File: src/rtl/sarc_pkg.sv
// Package holding register map, field layout and timing constants for the converter control.
package sarc_pkg;

	// Register offsets, chosen for the plain register port.
	localparam logic [2:0] ADDR_RESULT_LOW  = 3'h0;
	localparam logic [2:0] ADDR_RESULT_HIGH = 3'h1;
	localparam logic [2:0] ADDR_CTRL_START  = 3'h2;
	localparam logic [2:0] ADDR_SRC_CLK_SEL = 3'h3;
	localparam logic [2:0] ADDR_BANDGAP     = 3'h4;

	// Field positions in the control/start register.
	localparam int CTRL_START_POS  = 7;
	localparam int CTRL_BUSY_POS   = 6;
	localparam int CTRL_ENABLE_POS = 5;
	localparam int CTRL_ALIGN_POS  = 4;

	// Field positions in the source/clock select register.
	localparam int SRC_SEL_LSB = 5;
	localparam int REF_SEL_LSB = 3;
	localparam int CLK_SEL_LSB = 0;

	// Reset values.
	localparam logic [7:0] CTRL_START_RESET = 8'h00;
	localparam logic [7:0] SRC_CLK_RESET    = 8'h00;
	localparam logic       BANDGAP_RESET    = 1'b0;

	// Conversion timing in conversion clock cycles.
	localparam int SAMPLE_CYCLES  = 4;
	localparam int CONVERT_CYCLES = 10;
	localparam int TOTAL_CYCLES   = SAMPLE_CYCLES + CONVERT_CYCLES;

	// Channel codes and source codes.
	localparam logic [3:0] CHAN_LAST_PIN  = 4'h2;
	localparam logic [2:0] SRC_BANDGAP    = 3'h1;
	localparam logic [2:0] SRC_OPAMP_ZERO = 3'h2;
	localparam logic [2:0] SRC_OPAMP_ONE  = 3'h3;
	localparam logic [2:0] SRC_GROUND     = 3'h4;
	localparam logic [1:0] REF_SUPPLY     = 2'h1;

	// Register port request.
	typedef struct packed {
		logic [2:0] addr;
		logic [7:0] wdata;
		logic       wr;
		logic       rd;
	} sarc_req_t;

	// Analog routing controls toward the converter core.
	typedef struct packed {
		logic       power_on;
		logic [2:0] pin_select;
		logic       pin_none;
		logic       use_bandgap;
		logic       use_opamp_zero;
		logic       use_opamp_one;
		logic       use_ground;
		logic       use_supply_ref;
		logic       bandgap_on;
	} sarc_route_t;

	// Conversion progress states.
	typedef enum logic [2:0] {
		ST_IDLE   = 3'b001,
		ST_SAMPLE = 3'b010,
		ST_CONV   = 3'b100
	} sarc_state_t;

endpackage : sarc_pkg

File: src/rtl/sarc_ctrl.sv
// Register file and sequencer controlling a 10-bit successive-approximation converter.
// How it works
// - Start pulse high then low begins conversion
// - Busy set at start, cleared at completion
// - Busy flag ignores software writes
// - Enable powers converter; disabled keeps results
// - Align zero: high D9..D2, low D1..D0
// - Align one: high D9..D8, low D7..D0
// - Unused result bits read as zero
// - Every conversion yields a 10-bit result
// - Channel codes 0..2 pick pins, others float
// - Source 000,101,110,111 routes external channel
// - Sources 001..100: bandgap, opamps, ground
// - Reference 01 supply, else external pin
// - Conversion clock is system clock over 2^field
// - Bandgap enable on; off means output floats
// - Bandgap register bits 7..1 read zero
// - Selected analog pin drops digital function, pull-high
// - Result registers are read-only
// - Conversion takes 4 sample plus 10 convert
// - Completion raises converter interrupt request pulse
//
// Decided for this implementation: the address map and the plain strobed port.
`timescale 1ns/1ps

module sarc_ctrl #(
	parameter int RESULT_WIDTH = 10
) (
	input  wire logic                 i_ref_clk,
	input  wire logic                 i_sys_rst,
	input  wire sarc_pkg::sarc_req_t  i_req,
	output logic [7:0]                o_rdata,
	input  wire logic                 i_bit_value,
	output logic                      o_sample,
	output logic                      o_trial_strobe,
	output logic [3:0]                o_trial_index,
	output sarc_pkg::sarc_route_t     o_route,
	output logic [2:0]                o_pin_analog,
	output logic                      o_busy,
	output logic                      o_conv_done
);
	import sarc_pkg::*;

	initial begin
		if (RESULT_WIDTH != 10) begin
			$error("Result layout only serves a width of ten bits.");
		end
	end

	logic [7:0]        ctrl_reg;
	logic [7:0]        src_clk_reg;
	logic              bandgap_en;
	logic              busy;
	logic              start_seen;
	logic [9:0]        result;
	logic [9:0]        shift_acc;
	logic [6:0]        div_cnt;
	logic              conv_tick;
	logic [3:0]        cyc_cnt;
	logic              start_req;
	logic              bit_sync_a;
	logic              bit_sync_b;
	sarc_state_t       state;
	logic [7:0]        result_high;
	logic [7:0]        result_low;
	logic [2:0]        src_sel;
	logic [3:0]        chan_sel;
	logic [2:0]        clk_sel;
	logic              pin_route;

	assign src_sel  = src_clk_reg[SRC_SEL_LSB +: 3];
	assign clk_sel  = src_clk_reg[CLK_SEL_LSB +: 3];
	assign chan_sel = ctrl_reg[3:0];

	// Control register writes; the busy bit position is never stored from the bus.
	always_ff @(posedge i_ref_clk) begin
		if (i_sys_rst) begin
			ctrl_reg    <= CTRL_START_RESET;
			src_clk_reg <= SRC_CLK_RESET;
			bandgap_en  <= BANDGAP_RESET;
		end else if (i_req.wr) begin
			case (i_req.addr)
				ADDR_CTRL_START:  ctrl_reg    <= {i_req.wdata[7], 1'b0, i_req.wdata[5:0]};
				ADDR_SRC_CLK_SEL: src_clk_reg <= i_req.wdata;
				ADDR_BANDGAP:     bandgap_en  <= i_req.wdata[0];
				default:          ctrl_reg    <= ctrl_reg;
			endcase
		end
	end

	// Start request: the start bit written low after having been high.
	assign start_req = i_req.wr && (i_req.addr == ADDR_CTRL_START)
		&& ctrl_reg[CTRL_START_POS] && !i_req.wdata[CTRL_START_POS];

	// Remember a start attempt that arrived while the converter was off or busy is dropped.
	always_ff @(posedge i_ref_clk) begin
		if (i_sys_rst) begin
			start_seen <= 1'b0;
		end else begin
			start_seen <= start_req && !busy && ctrl_reg[CTRL_ENABLE_POS];
		end
	end

	// Conversion clock divider: a tick every 2^clk_sel system cycles.
	always_ff @(posedge i_ref_clk) begin
		if (i_sys_rst || !busy) begin
			div_cnt <= 7'h00;
		end else if (conv_tick) begin
			div_cnt <= 7'h00;
		end else begin
			div_cnt <= div_cnt + 7'h01;
		end
	end
	assign conv_tick = busy && (div_cnt == 7'((8'h01 << clk_sel) - 8'h01));

	// The comparator answer comes from the analog core, so it is synchronised.
	always_ff @(posedge i_ref_clk) begin
		if (i_sys_rst) begin
			bit_sync_a <= 1'b0;
			bit_sync_b <= 1'b0;
		end else begin
			bit_sync_a <= i_bit_value;
			bit_sync_b <= bit_sync_a;
		end
	end

	// Sequencer: sampling then ten bit trials, MSB first.
	always_ff @(posedge i_ref_clk) begin
		if (i_sys_rst) begin
			state     <= ST_IDLE;
			busy      <= 1'b0;
			cyc_cnt   <= 4'h0;
			shift_acc <= 10'h000;
		end else begin
			case (state)
				ST_IDLE: begin
					if (start_seen) begin
						state   <= ST_SAMPLE;
						busy    <= 1'b1;
						cyc_cnt <= 4'h0;
					end
				end
				ST_SAMPLE: begin
					if (conv_tick) begin
						if (cyc_cnt == 4'(SAMPLE_CYCLES - 1)) begin
							state   <= ST_CONV;
							cyc_cnt <= 4'h0;
						end else begin
							cyc_cnt <= cyc_cnt + 4'h1;
						end
					end
				end
				ST_CONV: begin
					if (conv_tick) begin
						shift_acc <= {shift_acc[8:0], bit_sync_b};
						if (cyc_cnt == 4'(CONVERT_CYCLES - 1)) begin
							state <= ST_IDLE;
							busy  <= 1'b0;
						end else begin
							cyc_cnt <= cyc_cnt + 4'h1;
						end
					end
				end
				default: begin
					state <= ST_IDLE;
					busy  <= 1'b0;
				end
			endcase
			if (!ctrl_reg[CTRL_ENABLE_POS]) begin
				state <= ST_IDLE;
				busy  <= 1'b0;
			end
		end
	end

	// Completion pulse toward the interrupt controller.
	assign o_conv_done = (state == ST_CONV) && conv_tick
		&& (cyc_cnt == 4'(CONVERT_CYCLES - 1)) && ctrl_reg[CTRL_ENABLE_POS];

	// Whole result loaded in one edge, so readers never see a torn value.
	always_ff @(posedge i_ref_clk) begin
		if (i_sys_rst) begin
			result <= 10'h000;
		end else if (o_conv_done) begin
			result <= {shift_acc[8:0], bit_sync_b};
		end
	end

	// Alignment of the stored result into the two read-only bytes.
	always_comb begin
		if (ctrl_reg[CTRL_ALIGN_POS]) begin
			result_high = {6'h00, result[9:8]};
			result_low  = result[7:0];
		end else begin
			result_high = result[9:2];
			result_low  = {result[1:0], 6'h00};
		end
	end

	// Read data stands in the cycle after the read strobe.
	always_ff @(posedge i_ref_clk) begin
		if (i_sys_rst) begin
			o_rdata <= 8'h00;
		end else if (i_req.rd) begin
			case (i_req.addr)
				ADDR_RESULT_LOW:  o_rdata <= result_low;
				ADDR_RESULT_HIGH: o_rdata <= result_high;
				ADDR_CTRL_START:  o_rdata <= {ctrl_reg[7], busy, ctrl_reg[5:0]};
				ADDR_SRC_CLK_SEL: o_rdata <= src_clk_reg;
				ADDR_BANDGAP:     o_rdata <= {7'h00, bandgap_en};
				default:          o_rdata <= 8'h00;
			endcase
		end else begin
			o_rdata <= 8'h00;
		end
	end

	// Analog routing decode.
	// Every code outside the four internal sources routes the external channel.
	assign pin_route = !(src_sel inside {SRC_BANDGAP, SRC_OPAMP_ZERO,
		SRC_OPAMP_ONE, SRC_GROUND});
	always_comb begin
		o_route                = '0;
		o_route.power_on       = ctrl_reg[CTRL_ENABLE_POS];
		o_route.pin_none       = (chan_sel > CHAN_LAST_PIN) || !pin_route;
		o_route.pin_select     = 3'h0;
		if (pin_route && chan_sel <= CHAN_LAST_PIN) begin
			o_route.pin_select = 3'(3'h1 << chan_sel[1:0]);
		end
		o_route.use_bandgap    = (src_sel == SRC_BANDGAP);
		o_route.use_opamp_zero = (src_sel == SRC_OPAMP_ZERO);
		o_route.use_opamp_one  = (src_sel == SRC_OPAMP_ONE);
		o_route.use_ground     = (src_sel == SRC_GROUND);
		o_route.use_supply_ref = (src_clk_reg[REF_SEL_LSB +: 2] == REF_SUPPLY);
		o_route.bandgap_on     = bandgap_en;
	end

	// A pin taken as analog input loses digital function and pull-high.
	assign o_pin_analog   = o_route.pin_select;
	assign o_busy         = busy;
	assign o_sample       = (state == ST_SAMPLE);
	assign o_trial_strobe = (state == ST_CONV) && conv_tick;
	assign o_trial_index  = cyc_cnt;

endmodule : sarc_ctrl

File: config.mk
export PLATFORM = sky130hd
export DESIGN_NAME = sarc_ctrl
export DESIGN_NICKNAME = d
export VERILOG_FILES = /design/src/rtl/sarc_pkg.sv /design/src/rtl/sarc_ctrl.sv
export SDC_FILE = /design/constraint.sdc
export NUM_CORES = 1
export LEC_CHECK = 0
export CAP_MARGIN = 20
export CORE_MARGIN = 2
export CORE_UTILIZATION = 35
export CTS_BUF_LIST = sky130_fd_sc_hd__clkbuf_16
export CTS_CLUSTER_SIZE = 20
export DETAILED_ROUTE_END_ITERATION = 12
export DONT_BUFFER_PORTS = 1
export HOLD_SLACK_MARGIN = 0.15
export PLACE_DENSITY = 0.52
export SYNTH_ARGS = -nofsm -noshare
export SYNTH_HDL_FRONTEND = slang
export SYNTH_SLANG_ARGS = --single-unit
File: constraint.sdc
create_clock -name i_ref_clk -period 7.9 [get_ports i_ref_clk]
set_input_delay 0.395 -clock i_ref_clk [delete_from_list [all_inputs] [get_ports i_ref_clk]]
set_output_delay 0.395 -clock i_ref_clk [all_outputs]
set_load 0.005 [all_outputs]
==> impl_metrics.py, run 1 <==
metrics = {
    "layout": {
        "fin_nets": 384,
        "fillers": 893,
        "largest_reg_flops": 10,
        "regMostFlops": "result",
        "syn2layout_area_growth_pct": 8.19,
        "multi_input_area_sq_um": 1690,
        "reg_top3": "result (10), shift_acc (9)",
        "drive_above_1_share_pct": 5.69,
        "diodes": 0,
        "final_util_pct": 38.8,
        "stdcell_count": 477,
        "ff_latch_area_sq_um": 1220,
    },
    "power": {
        "peakVddDrop_mv": 0.0835,
        "intPower_w": 0.000527,
        "switchingPower_w": 0.000153,
        "cellPowerDensity_nw_per_um2": 203,
        "comb_power_share_pct": 4.3,
        "pwr-share-seq_pct": 46.1,
        "leakage_nw": 1.13,
        "p_sw_share_pct": 22.5,
        "power_frac_clock_pct": 49.6,
    },
    "synthesis": {
        "synth_common_cells": "dfxtp_1, nor2_1, a21oi_1",
        "synthesis.nets": 404,
        "synth_edf_count": 0,
        "syn_area_per_cell_sq_um": 8.07,
        "synth_top_area_cell": "dfxtp_1",
        "yosysWarnings": 0,
        "synth_top_area_share_pct": 39.4,
        "synth_top_flop_cell": "dfxtp_1",
        "yosysSeqAreaShare_pct": 39.4,
        "synth_cell_types": 47,
        "synth_area_sq_um": 3100,
        "synthCells": 384,
        "yosys.cell_count.top_type": "dfxtp_1",
        "netlist_top_cells_area": "dfxtp_1, a21oi_1, nor2_1, mux2i_1, nand2_1",
        "ys_seq_elements": 61,
        "synthArstFlopShare_pct": 0,
    },
    "floorplan": {
        "ioPinCount": 46,
        "row_count": 34,
        "die_w_microns": 98.1,
        "core_sq_um": 8640,
        "fp.dieH_microns": 98.1,
        "start_util_pct": 35.9,
        "die_area_sq_um": 9630,
    },
    "clock_tree": {
        "htree_levels": 3,
        "cts_setup_buffers": 0,
        "clock_sinks": 61,
        "clockBufferDepth": 2,
        "hold_buffers": 1,
        "cts_repair_resize_count": 0,
        "cts_made_buffers": 9,
        "root_buffer": "clkbuf_16",
        "clkLatencyLatePin_ns": 0.32,
        "path_clk_slew_ns": 0.05,
        "tritoncts": "yes",
    },
    "flow_run": {
        "max_cap_viol_count": 0,
    },
    "grt": {
        "grt_pass1_vias": 2481,
        "grt.total_usage_pct": 16.3,
        "grt_start_max_net_pins": 38,
        "grt_pass1_wl_microns": 12500,
        "antenna_found_initial": 0,
        "grt-ovfl-total": 0,
    },
    "route": {
        "drtPass1Iterations": 4,
        "ant_nets": 0,
        "drc": 0,
        "drtIter0Drc": 102,
        "vias_per_cell": 5.48,
        "avgRoutedWirePerCell_microns": 16.0,
        "vias": 2614,
        "wl_microns": 7640,
    },
    "critical_path": {
        "arrival_ns": 2.93,
        "cp-end-kind": "primary output",
        "cp_slowest_stage_delay_ns": 0.57,
        "path_class": "reg2out",
        "worst_path_max_delay_cell": "dfxtp_1",
        "crit_chain": "nor2_1 -> nand2_1 -> ha_1 -> xnor2_1 -> mux2i_1 -> a21oi_1 -> and2_1 -> nand2_1 -> nor2_1",
        "crit_fanout": 13,
        "worstPathRequired_ns": 7.51,
        "cp-start-kind": "flop",
    },
    "timing": {
        "slew_viol_final": 0,
        "period_share_pct": 42.0,
        "max_freq_ghz": 0.301,
        "rsz0062_at_grt": "no",
        "slew_headroom_pct": 37.8,
        "whs_ns": 0.202,
        "setup_violations": 0,
        "skew_ns": 0.00580,
        "tightest_slew_ns": 0.929,
        "hold_violations": 0,
        "tns_ns": 0,
        "period_minus_slack_ns": 3.32,
    },
    "placement": {
        "gp_congestion": 0.767,
        "placedCellCount": 460,
        "port_buffers": 0,
        "hpwl_microns": 5230,
    },
    "worst_hold_path": {
        "hp-class": "in2reg",
    },
    "outcome": {
        "status": "finished, final reports clean",
    },
}
[worst max-delay path: cells and delay by family, from the launching register on]
family | cells | cell delay (ns)
AND/OR/NAND/NOR | 5 | 1.07
flip-flops | 1 | 0.57
AO/OA/AOI/OAI | 1 | 0.33
adder cells (fa/ha/maj) | 1 | 0.31
XOR/XNOR | 1 | 0.20
multiplexers | 1 | 0.11
[metrics by stage]
step                      power (W)  cell area [sq um]  setup WS [ns]
after global placement     0.000345               3080           4.82
after CTS                  0.000691               3350           4.53
after detailed placement   0.000345               3080           4.71
after global routing       0.000711               3350           4.21
final                      0.000680               3350           4.58
after floorplan            0.000348               3100           5.21
[power by group through the flow]
stage | registers (W) | logic [W] | clock network, W
6_report | 0.000314 | 0.0000293 | 0.000337
5_1_grt | 0.000314 | 0.0000330 | 0.000364
4_1_cts | 0.000314 | 0.0000294 | 0.000348
3_5_place_dp | 0.000320 | 0.0000252 | 0
3_3_place_gp | 0.000320 | 0.0000248 | 0
2_1_floorplan | 0.000318 | 0.0000305 | 0
[worst paths after layout]
kind                       start                to  slack (ns)  cells after the start
setup / recovery  src_clk_reg[1]       o_conv_done        4.58                      9
hold reg to reg       bit_sync_a        bit_sync_b        0.43                      1
hold / removal       i_bit_value        bit_sync_a        0.20                      1
setup reg to reg  src_clk_reg[1]  o_trial_index[2]        4.69                      9
[kinds of logic after synthesis]
logic type               share of synthesized area, %
AO/OA/AOI/OAI                                    18.5
XOR/XNOR                                         2.54
adder cells (fa/ha/maj)                          1.61
buffers and inverters                            6.01
flip-flops                                       39.4
multiplexers                                     6.34
AND/OR/NAND/NOR                                  25.6
[cell usage in the layout (no fill, tap or decap), types with 6 or more instances in the layout]
cell       count
nor2_1        48
and3_1         7
inv_1          6
o21ai_0       15
nand2_1       33
nor3_1         6
a21oi_1       42
nand3_1       18
o31ai_1       14
nand2b_1       8
nor2b_1        7
nand4_1       11
mux2i_1       14
clkbuf_16      9
dfxtp_1       61
[area by class of cell]
cell class | count | area share, %
inverter | 5 | 0.559
tap | 108 | 4.03
clock buffer | 9 | 6.71
sequential | 61 | 36.4
timing repair buffer | 2 | 0.821
multi-input combinational | 285 | 50.5
clock inverter | 7 | 1.01
[layer usage]
layer / vias to the layer above / part of all wire, % / global-route usage [%]
li1: 1337 / - / -
met5: - / 0 / 0
met4: 0 / 1.7 / 5.13
met2: 54 / 44 / 24.8
met3: 14 / 4.5 / 5.65
met1: 1209 / 50 / 21.8
(Power assumes the default switching activity.)
==> run 2, diff against run 1 <==
- PLACE_DENSITY: 0.52 -> 0.54
- clock period: 7.9 -> 2.8 ns (I/O delays scaled with it)
==> impl_metrics.py, run 2 (synthesis gave the netlist of run 1 again) <==
metrics = {
    "layout": {
        "reg_top3": "result (10), shift_acc (9)",
        "drive_above_1_share_pct": 9.18,
        "diodes": 0,
        "largest_reg_flops": 10,
        "regMostFlops": "result",
        "fin_nets": 408,
        "final_util_pct": 41.9,
        "mostFrequentLayoutCell": "dfxtp_1",
        "syn2layout_area_growth_pct": 16.7,
        "final_cell_mix": "dfxtp_1, nor2_1, a21oi_1, nand2_1, nand3_1",
    },
    "placement": {
        "gp_congestion": 0.806,
        "hpwl_microns": 5370,
        "port_buffers": 0,
    },
    "critical_path": {
        "cp-start-kind": "flop",
        "crit_chain": "inv_1 -> nand2_1 -> ha_2 -> or4bb_1 -> o211ai_2 -> a22oi_1 -> o21a_2 -> or4_1 -> a21oi_1",
        "critPathLaunch": "src_clk_reg[0]",
        "cp_slowest_stage_delay_ns": 0.52,
        "crit_fanout": 11,
        "reg2reg_from": "src_clk_reg[0]",
        "path_class": "reg2reg",
        "worst_path_max_delay_cell": "or4_1",
        "cp-end-kind": "flop",
        "worstPathRequired_ns": 3.05,
        "arrival_ns": 2.85,
    },
    "clock_tree": {
        "cts_made_buffers": 9,
        "cts_setup_buffers": 0,
        "tritoncts": "yes",
        "clock_sinks": 61,
        "path_clk_slew_ns": 0.05,
        "clkLatencyLatePin_ns": 0.33,
        "root_buffer": "clkbuf_16",
        "clockBufferDepth": 2,
        "htree_levels": 3,
    },
    "power": {
        "fin_total_pwr_w": 0.00206,
        "cellPowerDensity_nw_per_um2": 569,
        "peakVddDrop_mv": 0.263,
        "leakage_nw": 1.26,
    },
    "route": {
        "wl_microns": 7890,
        "drtIter0Drc": 75,
        "vias_per_cell": 5.48,
        "ant_nets": 0,
        "drc": 0,
        "drtPass1Iterations": 4,
        "vias": 2740,
        "avgRoutedWirePerCell_microns": 15.8,
    },
    "timing": {
        "hold_violations": 0,
        "slew_headroom_pct": 44.5,
        "setup_violations": 0,
        "period_share_pct": 92.7,
        "period_minus_slack_ns": 2.59,
        "skew_ns": 0.00544,
        "tightest_slew_ns": 0.821,
        "slew_viol_final": 0,
        "max_freq_ghz": 0.385,
    },
    "floorplan": {
        "start_util_pct": 35.9,
        "die_area_sq_um": 9630,
        "ioPinCount": 46,
        "fp.dieH_microns": 98.1,
        "die_w_microns": 98.1,
        "core_sq_um": 8640,
        "row_count": 34,
    },
    "grt": {
        "antenna_found_initial": 0,
        "grt.total_usage_pct": 16.8,
        "grt_pass1_vias": 2549,
        "grt_pass1_wl_microns": 13000,
        "grt-ovfl-total": 0,
        "grt_start_max_net_pins": 45,
    },
    "worst_hold_path": {
        "hold_start": "i_sys_rst",
        "hp-class": "in2reg",
    },
    "flow_run": {
        "max_cap_viol_count": 0,
    },
    "outcome": {
        "status": "finished, final reports clean",
    },
}
run 2: changes by cell type in the layout (fill, tap and decap cells not counted), moves of 2 or more:
cell / change
o21ai_1: -2
dlygate4sd3_1: +17
o21ai_2: +2
buf_4: +7
clkinv_1: -2
run 2: final cells by class:
class	instances	area, sq um
clock inverters	6	56.3
repair buffers	26	250
well taps	108	135
multi-input cells	285	1710
fillers	876	5020
clock buffers	9	225
inverters	5	18.8
flip-flops and latches	61	1220
run 2: metal layers:
| metal | vias up | share of wire (%) | GRT usage [%] |
|---|---|---|---|
| li1 | 1388 | - | - |
| met1 | 1280 | 48 | 21.6 |
| met2 | 60 | 45 | 26.1 |
| met3 | 12 | 5.3 | 4.58 |
| met4 | 0 | 2.4 | 8.55 |
| met5 | - | 0 | 0 |
run 2: power by group:
group | switching (W) | leakage, nW | internal [W]
logic | 0.0000667 | 0.620 | 0.0000478
registers | 0.00000787 | 0.493 | 0.000876
clock network | 0.000386 | 0.142 | 0.000674
run 2: final timing paths:
| check | end | slack (ns) | cells past startpoint |
|---|---|---|---|
| worst max-delay path | o_trial_index[2] | 0.21 | 9 |
| worst min-delay path | o_rdata[4] | 0.16 | 2 |
| worst max register to register | o_trial_index[2] | 0.21 | 9 |
| worst min register to register | bit_sync_b | 0.43 | 1 |
run 2: repair_timing:
action | CTS | global route
endpoints found under the setup margin | 2 | 31
gates resized for setup | 1 | 6
hold buffers | 18 | 0
endpoints found under the hold margin | 53 | 0
run 2: through the flow:
step | hold WS (ns) | area [sq um] | TNS (ns) | cells | worst slack [ns]
after floorplan | 0.268 | 3100 | 0 | 384 | 0.214
after global placement | 0.216 | 3130 | 0 | 467 | 0.177
after detailed placement | 0.219 | 3130 | 0 | 467 | 0.0448
after CTS | 0.154 | 3600 | 0 | 500 | 0.00735
after global routing | 0.170 | 3620 | -0.000521 | 500 | -0.000521
final | 0.160 | 3620 | 0 | 500 | 0.206
run 2: critical path, delay by kind of cell (launching register included):
kind                     cells  cell delay (ns)
buffers and inverters        1             0.07
flip-flops                   1             0.40
AND/OR/NAND/NOR              3             1.10
AO/OA/AOI/OAI                4             0.67
adder cells (fa/ha/maj)      1             0.26
